==> config.mk <==
export PLATFORM = sky130hd
export DESIGN_NAME = ocir_regs
export DESIGN_NICKNAME = d
export VERILOG_FILES = /design/src/rtl/ocir_pkg.sv /design/src/rtl/ocir_regs.sv /design/src/rtl/ocir_sample_encoder.sv
export SDC_FILE = /design/constraint.sdc
export NUM_CORES = 1
export LEC_CHECK = 0
export BUFFER_PORTS_ARGS = -buffer_cell sky130_fd_sc_hd__buf_2
export CAP_MARGIN = 20
export CORE_MARGIN = 2
export CORE_UTILIZATION = 48
export DETAILED_ROUTE_END_ITERATION = 8
export MAX_ROUTING_LAYER = met4
export PLACE_DENSITY = 0.76
export SLEW_MARGIN = 15
export SYNTH_ARGS = -nofsm -noshare
export SYNTH_HDL_FRONTEND = slang
export SYNTH_HIERARCHICAL = 1
export SYNTH_SLANG_ARGS = --single-unit
==> constraint.sdc <==
create_clock -name clk -period 1.8 [get_ports clk]
set_clock_uncertainty 0.1 [all_clocks]
set_input_delay 0.36 -clock clk [delete_from_list [all_inputs] [get_ports clk]]
set_output_delay 0.36 -clock clk [all_outputs]
set_load 0.01 [all_outputs]
==> src/rtl/ocir_pkg.sv <==
// package: register map and field codes of the output and seed registers
package ocir_pkg;
  // ==========================================================
  // register addresses
  localparam logic [7:0] ADDR_AC_HYST = 8'h55;
  localparam logic [7:0] ADDR_COARSE_OFS = 8'h60;
  localparam logic [7:0] ADDR_FINE_OFS = 8'h61;
  localparam logic [7:0] ADDR_MED_GAIN = 8'h62;
  localparam logic [7:0] ADDR_FINE_GAIN = 8'h63;
  localparam logic [7:0] ADDR_SAMPLE_TIMING = 8'h64;
  localparam logic [7:0] ADDR_ILV_TIMING = 8'h70;
  localparam logic [7:0] ADDR_EDGE_ADV = 8'h71;
  localparam logic [7:0] ADDR_RSVD_ZERO = 8'h72;
  localparam logic [7:0] ADDR_OUT_SEL = 8'h73;
  // ==========================================================
  // reset values
  localparam logic [7:0] RST_ZERO = 8'h00;
  localparam logic [7:0] RST_MID = 8'h80;
  localparam logic [7:0] RST_AC_HYST = 8'h10;
  // ==========================================================
  // field positions in the output select and edge advance registers
  localparam int DRV_MSB = 6;
  localparam int DRV_LSB = 4;
  localparam int FMT_MSB = 2;
  localparam int FMT_LSB = 0;
  localparam int EDGE_BIT = 0;
  // ==========================================================
  // driver select codes
  typedef enum logic [2:0] {
    OCIR_DRV_PIN = 3'h0,
    OCIR_DRV_LVDS2 = 3'h1,
    OCIR_DRV_LVDS3 = 3'h2,
    OCIR_DRV_CMOS = 3'h4
  } ocir_drv_t;
  // format codes
  typedef enum logic [2:0] {
    OCIR_FMT_PIN = 3'h0,
    OCIR_FMT_TWOS = 3'h1,
    OCIR_FMT_GRAY = 3'h2,
    OCIR_FMT_OBIN = 3'h4
  } ocir_fmt_t;
  // strap pin encodings of format and driver
  localparam logic [1:0] STRAP_TWOS = 2'h0;
  localparam logic [1:0] STRAP_GRAY = 2'h1;
  localparam logic [1:0] STRAP_OBIN = 2'h2;
endpackage

==> src/rtl/ocir_regs.sv <==
// output configuration and correction seed register bank
`timescale 1ns/1ps
module ocir_regs
  import ocir_pkg::*;
#(
  parameter int SAMPLE_WIDTH = 12
) (
  input wire logic clk,
  input wire logic resetn,
  input wire logic clkEn,
  input wire logic softReset,
  input wire logic regWrite,
  input wire logic regRead,
  input wire logic [7:0] regAddr,
  input wire logic [7:0] regWdata,
  input wire logic [1:0] strapDriver,
  input wire logic [1:0] strapFormat,
  input wire logic [SAMPLE_WIDTH-1:0] sampleIn,
  output logic [7:0] regRdata,
  output logic [2:0] driverMode,
  output logic [2:0] formatMode,
  output logic [SAMPLE_WIDTH-1:0] sampleOut,
  output logic [7:0] acHysteresis,
  output logic [7:0] coarseOffsetSeed,
  output logic [7:0] fineOffsetSeed,
  output logic [7:0] mediumGainSeed,
  output logic [7:0] fineGainSeed,
  output logic [7:0] sampleTimingSeed,
  output logic [7:0] interleaveTimingOffset,
  output logic clockEdgeAdvance
);
  // ==========================================================
  // elaboration check
  // the twos complement path needs a sign bit and one more
  if (SAMPLE_WIDTH < 2) begin : g_width_check
    $error("sample width below two bits");
  end

  // ==========================================================
  // register storage
  // output select and reserved location, both spared by soft reset
  logic [7:0] outSel;
  logic [7:0] next_outSel;
  logic [7:0] rsvdZero;
  logic [7:0] next_rsvdZero;
  // next values of the correction seeds, which are output ports
  logic [7:0] next_acHysteresis;
  logic [7:0] next_coarseOffsetSeed;
  logic [7:0] next_fineOffsetSeed;
  logic [7:0] next_mediumGainSeed;
  logic [7:0] next_fineGainSeed;
  logic [7:0] next_sampleTimingSeed;
  logic [7:0] next_interleaveTimingOffset;
  // clock edge advance register, only its lowest bit is used
  logic [7:0] edgeReg;
  logic [7:0] next_edgeReg;
  // registered outputs
  logic [7:0] next_regRdata;
  logic [2:0] next_driverMode;
  logic [2:0] next_formatMode;
  logic [SAMPLE_WIDTH-1:0] next_sampleOut;
  // sample word in the effective format, one cycle ahead of sampleOut
  logic [SAMPLE_WIDTH-1:0] encoded;

  // ==========================================================
  // decoding helpers
  // driver select field of the output select register
  function automatic logic [2:0] driverField(input logic [7:0] r);
    driverField = r[DRV_MSB:DRV_LSB];
  endfunction

  // data format field of the output select register
  function automatic logic [2:0] formatField(input logic [7:0] r);
    formatField = r[FMT_MSB:FMT_LSB];
  endfunction

  // maps the driver strap pins to a driver code
  function automatic logic [2:0] strapDriverCode(input logic [1:0] s);
    unique case (s)
      STRAP_TWOS: strapDriverCode = OCIR_DRV_LVDS2;
      STRAP_GRAY: strapDriverCode = OCIR_DRV_LVDS3;
      default: strapDriverCode = OCIR_DRV_CMOS;
    endcase
  endfunction

  // maps the format strap pins to a format code
  function automatic logic [2:0] strapFormatCode(input logic [1:0] s);
    unique case (s)
      STRAP_TWOS: strapFormatCode = OCIR_FMT_TWOS;
      STRAP_GRAY: strapFormatCode = OCIR_FMT_GRAY;
      default: strapFormatCode = OCIR_FMT_OBIN;
    endcase
  endfunction

  // ==========================================================
  // write and soft reset next values
  always_comb begin
    next_outSel = outSel;
    next_rsvdZero = rsvdZero;
    next_acHysteresis = acHysteresis;
    next_coarseOffsetSeed = coarseOffsetSeed;
    next_fineOffsetSeed = fineOffsetSeed;
    next_mediumGainSeed = mediumGainSeed;
    next_fineGainSeed = fineGainSeed;
    next_sampleTimingSeed = sampleTimingSeed;
    next_interleaveTimingOffset = interleaveTimingOffset;
    next_edgeReg = edgeReg;
    if (softReset) begin
      // soft reset restores defaults but spares 0x72 and 0x73
      next_acHysteresis = RST_AC_HYST;
      next_coarseOffsetSeed = RST_ZERO;
      next_fineOffsetSeed = RST_ZERO;
      next_mediumGainSeed = RST_MID;
      next_fineGainSeed = RST_MID;
      next_sampleTimingSeed = RST_MID;
      next_interleaveTimingOffset = RST_MID;
      next_edgeReg = RST_ZERO;
      // a write in the same cycle is dropped: the command wins
    end else if (regWrite) begin
      unique case (regAddr)
        ADDR_AC_HYST: next_acHysteresis = regWdata;
        ADDR_COARSE_OFS: next_coarseOffsetSeed = regWdata;
        ADDR_FINE_OFS: next_fineOffsetSeed = regWdata;
        ADDR_MED_GAIN: next_mediumGainSeed = regWdata;
        ADDR_FINE_GAIN: next_fineGainSeed = regWdata;
        ADDR_SAMPLE_TIMING: next_sampleTimingSeed = regWdata;
        ADDR_ILV_TIMING: next_interleaveTimingOffset = regWdata;
        ADDR_EDGE_ADV: next_edgeReg = regWdata;
        ADDR_RSVD_ZERO: next_rsvdZero = regWdata;
        ADDR_OUT_SEL: next_outSel = regWdata;
        default: ;
      endcase
    end
  end

  // ==========================================================
  // effective mode decode and read data
  always_comb begin
    // pin control code takes the strap pins, any other code passes
    next_driverMode = driverField(outSel);
    if (driverField(outSel) == OCIR_DRV_PIN) begin
      next_driverMode = strapDriverCode(strapDriver);
    end
    next_formatMode = formatField(outSel);
    if (formatField(outSel) == OCIR_FMT_PIN) begin
      next_formatMode = strapFormatCode(strapFormat);
    end
    // a read and a write in one cycle return the old contents
    next_regRdata = regRdata;
    if (regRead) begin
      unique case (regAddr)
        ADDR_AC_HYST: next_regRdata = acHysteresis;
        ADDR_COARSE_OFS: next_regRdata = coarseOffsetSeed;
        ADDR_FINE_OFS: next_regRdata = fineOffsetSeed;
        ADDR_MED_GAIN: next_regRdata = mediumGainSeed;
        ADDR_FINE_GAIN: next_regRdata = fineGainSeed;
        ADDR_SAMPLE_TIMING: next_regRdata = sampleTimingSeed;
        ADDR_ILV_TIMING: next_regRdata = interleaveTimingOffset;
        ADDR_EDGE_ADV: next_regRdata = edgeReg;
        ADDR_RSVD_ZERO: next_regRdata = rsvdZero;
        ADDR_OUT_SEL: next_regRdata = outSel;
        default: next_regRdata = RST_ZERO;
      endcase
    end
    // formatted sample is registered so the output comes from a flop
    next_sampleOut = encoded;
  end

  // sample formatting in the selected code
  ocir_sample_encoder #(
    .WIDTH(SAMPLE_WIDTH)
  ) u_enc (
    .sampleIn(sampleIn),
    .formatSel(formatMode),
    .sampleOut(encoded)
  );

  // ==========================================================
  // state registers
  always_ff @(posedge clk) begin
    if (!resetn) begin
      outSel <= RST_ZERO;
      rsvdZero <= RST_ZERO;
      acHysteresis <= RST_AC_HYST;
      coarseOffsetSeed <= RST_ZERO;
      fineOffsetSeed <= RST_ZERO;
      mediumGainSeed <= RST_MID;
      fineGainSeed <= RST_MID;
      sampleTimingSeed <= RST_MID;
      interleaveTimingOffset <= RST_MID;
      edgeReg <= RST_ZERO;
      regRdata <= RST_ZERO;
      driverMode <= OCIR_DRV_PIN;
      formatMode <= OCIR_FMT_PIN;
      sampleOut <= '0;
      clockEdgeAdvance <= 1'b0;
      // clkEn low below holds every flip-flop, outputs included
    end else if (clkEn) begin
      outSel <= next_outSel;
      rsvdZero <= next_rsvdZero;
      acHysteresis <= next_acHysteresis;
      coarseOffsetSeed <= next_coarseOffsetSeed;
      fineOffsetSeed <= next_fineOffsetSeed;
      mediumGainSeed <= next_mediumGainSeed;
      fineGainSeed <= next_fineGainSeed;
      sampleTimingSeed <= next_sampleTimingSeed;
      interleaveTimingOffset <= next_interleaveTimingOffset;
      edgeReg <= next_edgeReg;
      regRdata <= next_regRdata;
      driverMode <= next_driverMode;
      formatMode <= next_formatMode;
      sampleOut <= next_sampleOut;
      clockEdgeAdvance <= next_edgeReg[EDGE_BIT];
    end
  end
endmodule

==> src/rtl/ocir_sample_encoder.sv <==
// sample encoder: turns an offset binary word into the chosen format
`timescale 1ns/1ps
module ocir_sample_encoder
  import ocir_pkg::*;
#(
  parameter int WIDTH = 12
) (
  input wire logic [WIDTH-1:0] sampleIn,
  input wire logic [2:0] formatSel,
  output logic [WIDTH-1:0] sampleOut
);
  // elaboration check: the sign bit and one more are needed
  if (WIDTH < 2) begin : g_width_check
    $error("encoder width below two bits");
  end

  // ==========================================================
  // format conversion
  always_comb begin
    unique case (formatSel)
      OCIR_FMT_TWOS: begin
        sampleOut = {~sampleIn[WIDTH-1], sampleIn[WIDTH-2:0]};
      end
      OCIR_FMT_GRAY: begin
        sampleOut = sampleIn ^ (sampleIn >> 1);
      end
      default: begin
        sampleOut = sampleIn; // offset binary
      end
    endcase
  end
endmodule

==> results_tabular.tex <==
\begin{tabular}{lr}
\hline
Metric & Value \\
\hline
\multicolumn{2}{l}{\textbf{Placement}} \\
Quantity of I/O buffers inserted on ports & 120 \\
Hpwl dp & 12400 um \\
RD Place Congestion & 1.05 \\
\multicolumn{2}{l}{\textbf{Synthesis}} \\
Post-synthesis mux area share & 0.112 \\
Combinational family with the most area after synthesis & compound AO/OA/AOI/OAI gates \\
Area fraction in compound gates after synthesis & 0.206 \\
Number of distinct standard cells referenced by the synthesized netlist & 60 \\
Post-synthesis cell count & 509 \\
Count of synthesis-stage warnings from yosys & 6 \\
Flip-flop and latch count after synthesis & 106 \\
Number of synthesized flops with an enable pin & 0 \\
Netlist area before placement & 4990 sq um \\
Synthesized-area fraction occupied by adder cells & 0 \\
Mean post-synth cell area & 9.81 sq um \\
Share of flip-flops with an asynchronous set or reset after synthesis & 0 \\
Share of synthesized area occupied by flip-flops and latches & 0.425 \\
Post-synthesis share of cell area spent on xor and xnor gates & 0.0210 \\
Most frequently used flop master after synthesis & sky130\_fd\_sc\_hd\_\_dfxtp\_1 \\
Synthesized net count & 547 \\
Share of synthesized cell area in and, or, nand and nor gates & 0.195 \\
\multicolumn{2}{l}{\textbf{GRT}} \\
Global-route wire length before repair & 25300 um \\
Via count of the first global-routing pass & 4370 \\
GRT Overall Usage & 0.303 \\
Antenna violations before repair & 0 \\
Maximum number of pins on one net before global-route repair & 43 \\
Overflow left after global routing & 0 \\
\multicolumn{2}{l}{\textbf{Route}} \\
Count of TritonRoute iterations in the first routing pass & 5 \\
Routed wire length & 16500 um \\
Vias & 4695 \\
Routed length per placed instance & 20.4 um \\
Avg Vias per Cell & 5.83 \\
Remaining antenna violation count after routing & 0 \\
Violation count after the first detailed-route iteration & 414 \\
Post-route DRC & 0 \\
\multicolumn{2}{l}{\textbf{Clocking}} \\
CTS tree & done \\
Clock transition at the registers of the reported paths & 0.11 ns \\
Cts-stage hold buffer count & 0 \\
Number of buffers inserted by post-CTS setup repair & 0 \\
Max Root-Sink Buffers & 2 \\
Clock buffer count from CTS & 9 \\
CTS sink count & 106 \\
Number of gates resized after cts & 0 \\
Number of levels the H-tree was split into & 3 \\
Later-pin clock latency in the skew report & 0.38 ns \\
Cell chosen for the clock root & sky130\_fd\_sc\_hd\_\_clkbuf\_8 \\
\multicolumn{2}{l}{\textbf{Floorplan}} \\
Area of the core & 10200 sq um \\
IO Count & 121 \\
Height of the die & 106 um \\
Die Span X & 106 um \\
Die area & 11200 sq um \\
Starting density of the core & 0.488 \\
Number of core rows & 37 \\
\multicolumn{2}{l}{\textbf{Setup path}} \\
Family with the most delay on the worst path & simple AND/OR/NAND/NOR gates \\
FF-to-FF path depth & 4 \\
Total number of cells along the worst setup path & 7 \\
Crit end category & register \\
Critical Path Fanout Max & 11 \\
Reg-to-reg setup timing slack & 0.31 ns \\
Critical Path, Cell by Cell & buf\_2 > buf\_4 > nor2b\_1 > and3\_1 > a22o\_1 > a21oi\_1 > a311oi\_1 \\
Worst path buffer plus inverter count & 2 \\
Critical path class & in2reg \\
CP required & 1.99 ns \\
Crit. Startpoint & regAddr[1] \\
Critical R2R Launch & fineGainSeed[6] \\
Capturing point of the worst reg2reg path & regRdata[6] \\
Largest stage delay, worst path & 0.39 ns \\
Sort of element at the start of the critical path & input pin \\
Slowest cell on the critical path & sky130\_fd\_sc\_hd\_\_and3\_1 \\
Arrival time at the worst endpoint & 1.82 ns \\
\multicolumn{2}{l}{\textbf{Final layout}} \\
Nets & 702 \\
Relative area change from synthesis to final layout & 25.6\% \\
Fraction of layout instances using a drive strength above 1 & 0.332 \\
N\_diodes & 0 \\
Commonest non-fill, non-tap cells in the layout & sky130\_fd\_sc\_hd\_\_buf\_2, sky130\_fd\_sc\_hd\_\_dfxtp\_1, sky130\_fd\_sc\_hd\_\_buf\_4 \\
Final core utilization & 0.613 \\
Most frequent standard cell in the layout excluding fill and tap cells & sky130\_fd\_sc\_hd\_\_buf\_2 \\
Filler cells & 914 \\
\multicolumn{2}{l}{\textbf{Worst hold path}} \\
Startpoint of the most critical hold path & strapFormat[1] \\
Path type of the worst min-delay path & in2reg \\
Worst hold stages & 3 \\
Hold Crit Endpoint & formatMode[2] \\
\multicolumn{2}{l}{\textbf{Flow run}} \\
Count of maximum capacitance violations & 0 \\
\multicolumn{2}{l}{\textbf{STA}} \\
Maximum frequency from static timing analysis & 612 MHz \\
Number of max-slew violations in the final report & 0 \\
Final cycle utilization of the critical path & 0.908 \\
Slew at the pin closest to its max-slew limit & 0.452 ns \\
Final worst path period need & 1.63 ns \\
Number of endpoints with negative hold slack in the final report & 0 \\
Setup repair after global routing missed its margin & false \\
Final setup violating endpoints & 0 \\
Total Neg Setup Slack & 0 ns \\
Worst slew margin relative to its limit & 0.698 \\
\multicolumn{2}{l}{\textbf{Pwr}} \\
Power per Cell Area & 714 nW/um\^{}2 \\
Highest ir drop seen on vdd & 0.416 mV \\
Cell leakage power & 2.71 nW \\
Final Total Pwr & 4.48 mW \\
\multicolumn{2}{l}{\textbf{Run status}} \\
Run status & completed \\
\hline
\end{tabular}
==> flip-flops by register name (all words and copies together) (netlist names) <==
signal	cells
mediumGainSeed	8
rsvdZero	8
regRdata	8
driverMode	3
edgeReg	8
interleaveTimingOffset	8
fineOffsetSeed	8
acHysteresis	8
sampleOut	12
formatMode	3
fineGainSeed	8
coarseOffsetSeed	8
sampleTimingSeed	8
outSel	8
==> metal layers <==
layer / track usage / vias up / wire length [um]
li1: - / 2197 / -
met1: 0.419 / 2228 / 7490
met2: 0.455 / 238 / 7360
met3: 0.0607 / 32 / 1230
met4: 0.0780 / 0 / 373
met5: - / - / 0
==> worst max path at each step <==
stage | endpoint
final | regRdata[3]
after global routing | formatMode[2]
after CTS | formatMode[2]
after detailed placement | regRdata[1]
after global placement | regRdata[1]
after floorplan | sampleTimingSeed[0]
==> cells by family after synthesis <==
kind of cell	count (synthesis)
buffers and inverters	41
DFF	106
AOI/OAI and AO/OA	143
muxes	51
and+or+nand+nor	156
xor gates and xnor gates	12
==> per-stage QoR <==
| step | setup slack (ns) | hold slack, ns | cells | cell area (sq um) |
|---|---|---|---|---|
| after global routing | 0.101 | 0.186 | 805 | 6270 |
| final | 0.166 | 0.178 | 805 | 6270 |
| after floorplan | 0.00754 | 0.343 | 509 | 4990 |
| after detailed placement | -0.148 | 0.364 | 789 | 6060 |
| after CTS | 0.189 | 0.172 | 805 | 6270 |
| after global placement | -0.134 | 0.355 | 789 | 6060 |
==> synthesized netlist by cell type, types with 3 or more instances <==
| cell type | number | share of area |
|---|---|---|
| sky130_fd_sc_hd__nor3_1 | 6 | 0.0060 |
| sky130_fd_sc_hd__mux2i_1 | 39 | 0.078 |
| sky130_fd_sc_hd__dfxtp_1 | 106 | 0.42 |
| sky130_fd_sc_hd__a32oi_1 | 3 | 0.0053 |
| sky130_fd_sc_hd__and2_1 | 6 | 0.0075 |
| sky130_fd_sc_hd__o21ai_0 | 29 | 0.029 |
| sky130_fd_sc_hd__a31oi_1 | 5 | 0.0063 |
| sky130_fd_sc_hd__o2bb2ai_1 | 14 | 0.025 |
| sky130_fd_sc_hd__mux4_2 | 3 | 0.014 |
| sky130_fd_sc_hd__buf_2 | 15 | 0.015 |
| sky130_fd_sc_hd__inv_1 | 7 | 0.0053 |
| sky130_fd_sc_hd__xor2_1 | 12 | 0.021 |
| sky130_fd_sc_hd__a21oi_1 | 20 | 0.020 |
| sky130_fd_sc_hd__mux2_2 | 9 | 0.020 |
| sky130_fd_sc_hd__a22oi_1 | 10 | 0.015 |
| sky130_fd_sc_hd__buf_6 | 3 | 0.0068 |
| sky130_fd_sc_hd__nor4bb_1 | 3 | 0.0060 |
| sky130_fd_sc_hd__nand2_1 | 41 | 0.031 |
| sky130_fd_sc_hd__nor2_1 | 13 | 0.0098 |
| sky130_fd_sc_hd__clkbuf_1 | 13 | 0.0098 |
| sky130_fd_sc_hd__o21a_1 | 7 | 0.011 |
| sky130_fd_sc_hd__and3_1 | 6 | 0.0075 |
| sky130_fd_sc_hd__nor2b_1 | 40 | 0.050 |
| sky130_fd_sc_hd__and4bb_1 | 9 | 0.023 |
| sky130_fd_sc_hd__a32o_1 | 4 | 0.0080 |
| sky130_fd_sc_hd__nand3_1 | 9 | 0.0090 |
| sky130_fd_sc_hd__o21ai_1 | 4 | 0.0040 |
| sky130_fd_sc_hd__a22o_1 | 29 | 0.051 |
==> cell type report <==
type | count | area [sq um] | share of cell area
clock buffer | 9 | 124 | 0.0198
clock inverter | 7 | 85.1 | 0.0136
inverter | 7 | 26.3 | 0.00419
multi-input combinational | 362 | 2670 | 0.426
sequential | 106 | 2120 | 0.338
tap | 136 | 170 | 0.0271
timing repair buffer | 178 | 1070 | 0.171
==> report_power, final <==
part	switching (mW)	internal [mW]
clock network	0.898	0.670
registers	0.0260	2.37
logic	0.295	0.212
total	1.22	3.26
==> worst min-delay path: cells and delay by family <==
| family | cells | cell delay (ns) |
|---|---|---|
| AO/OA/AOI/OAI | 2 | 0.17 |
| buffers and inverters | 1 | 0.09 |
No activity file was read; power rests on OpenSTA's default activity.
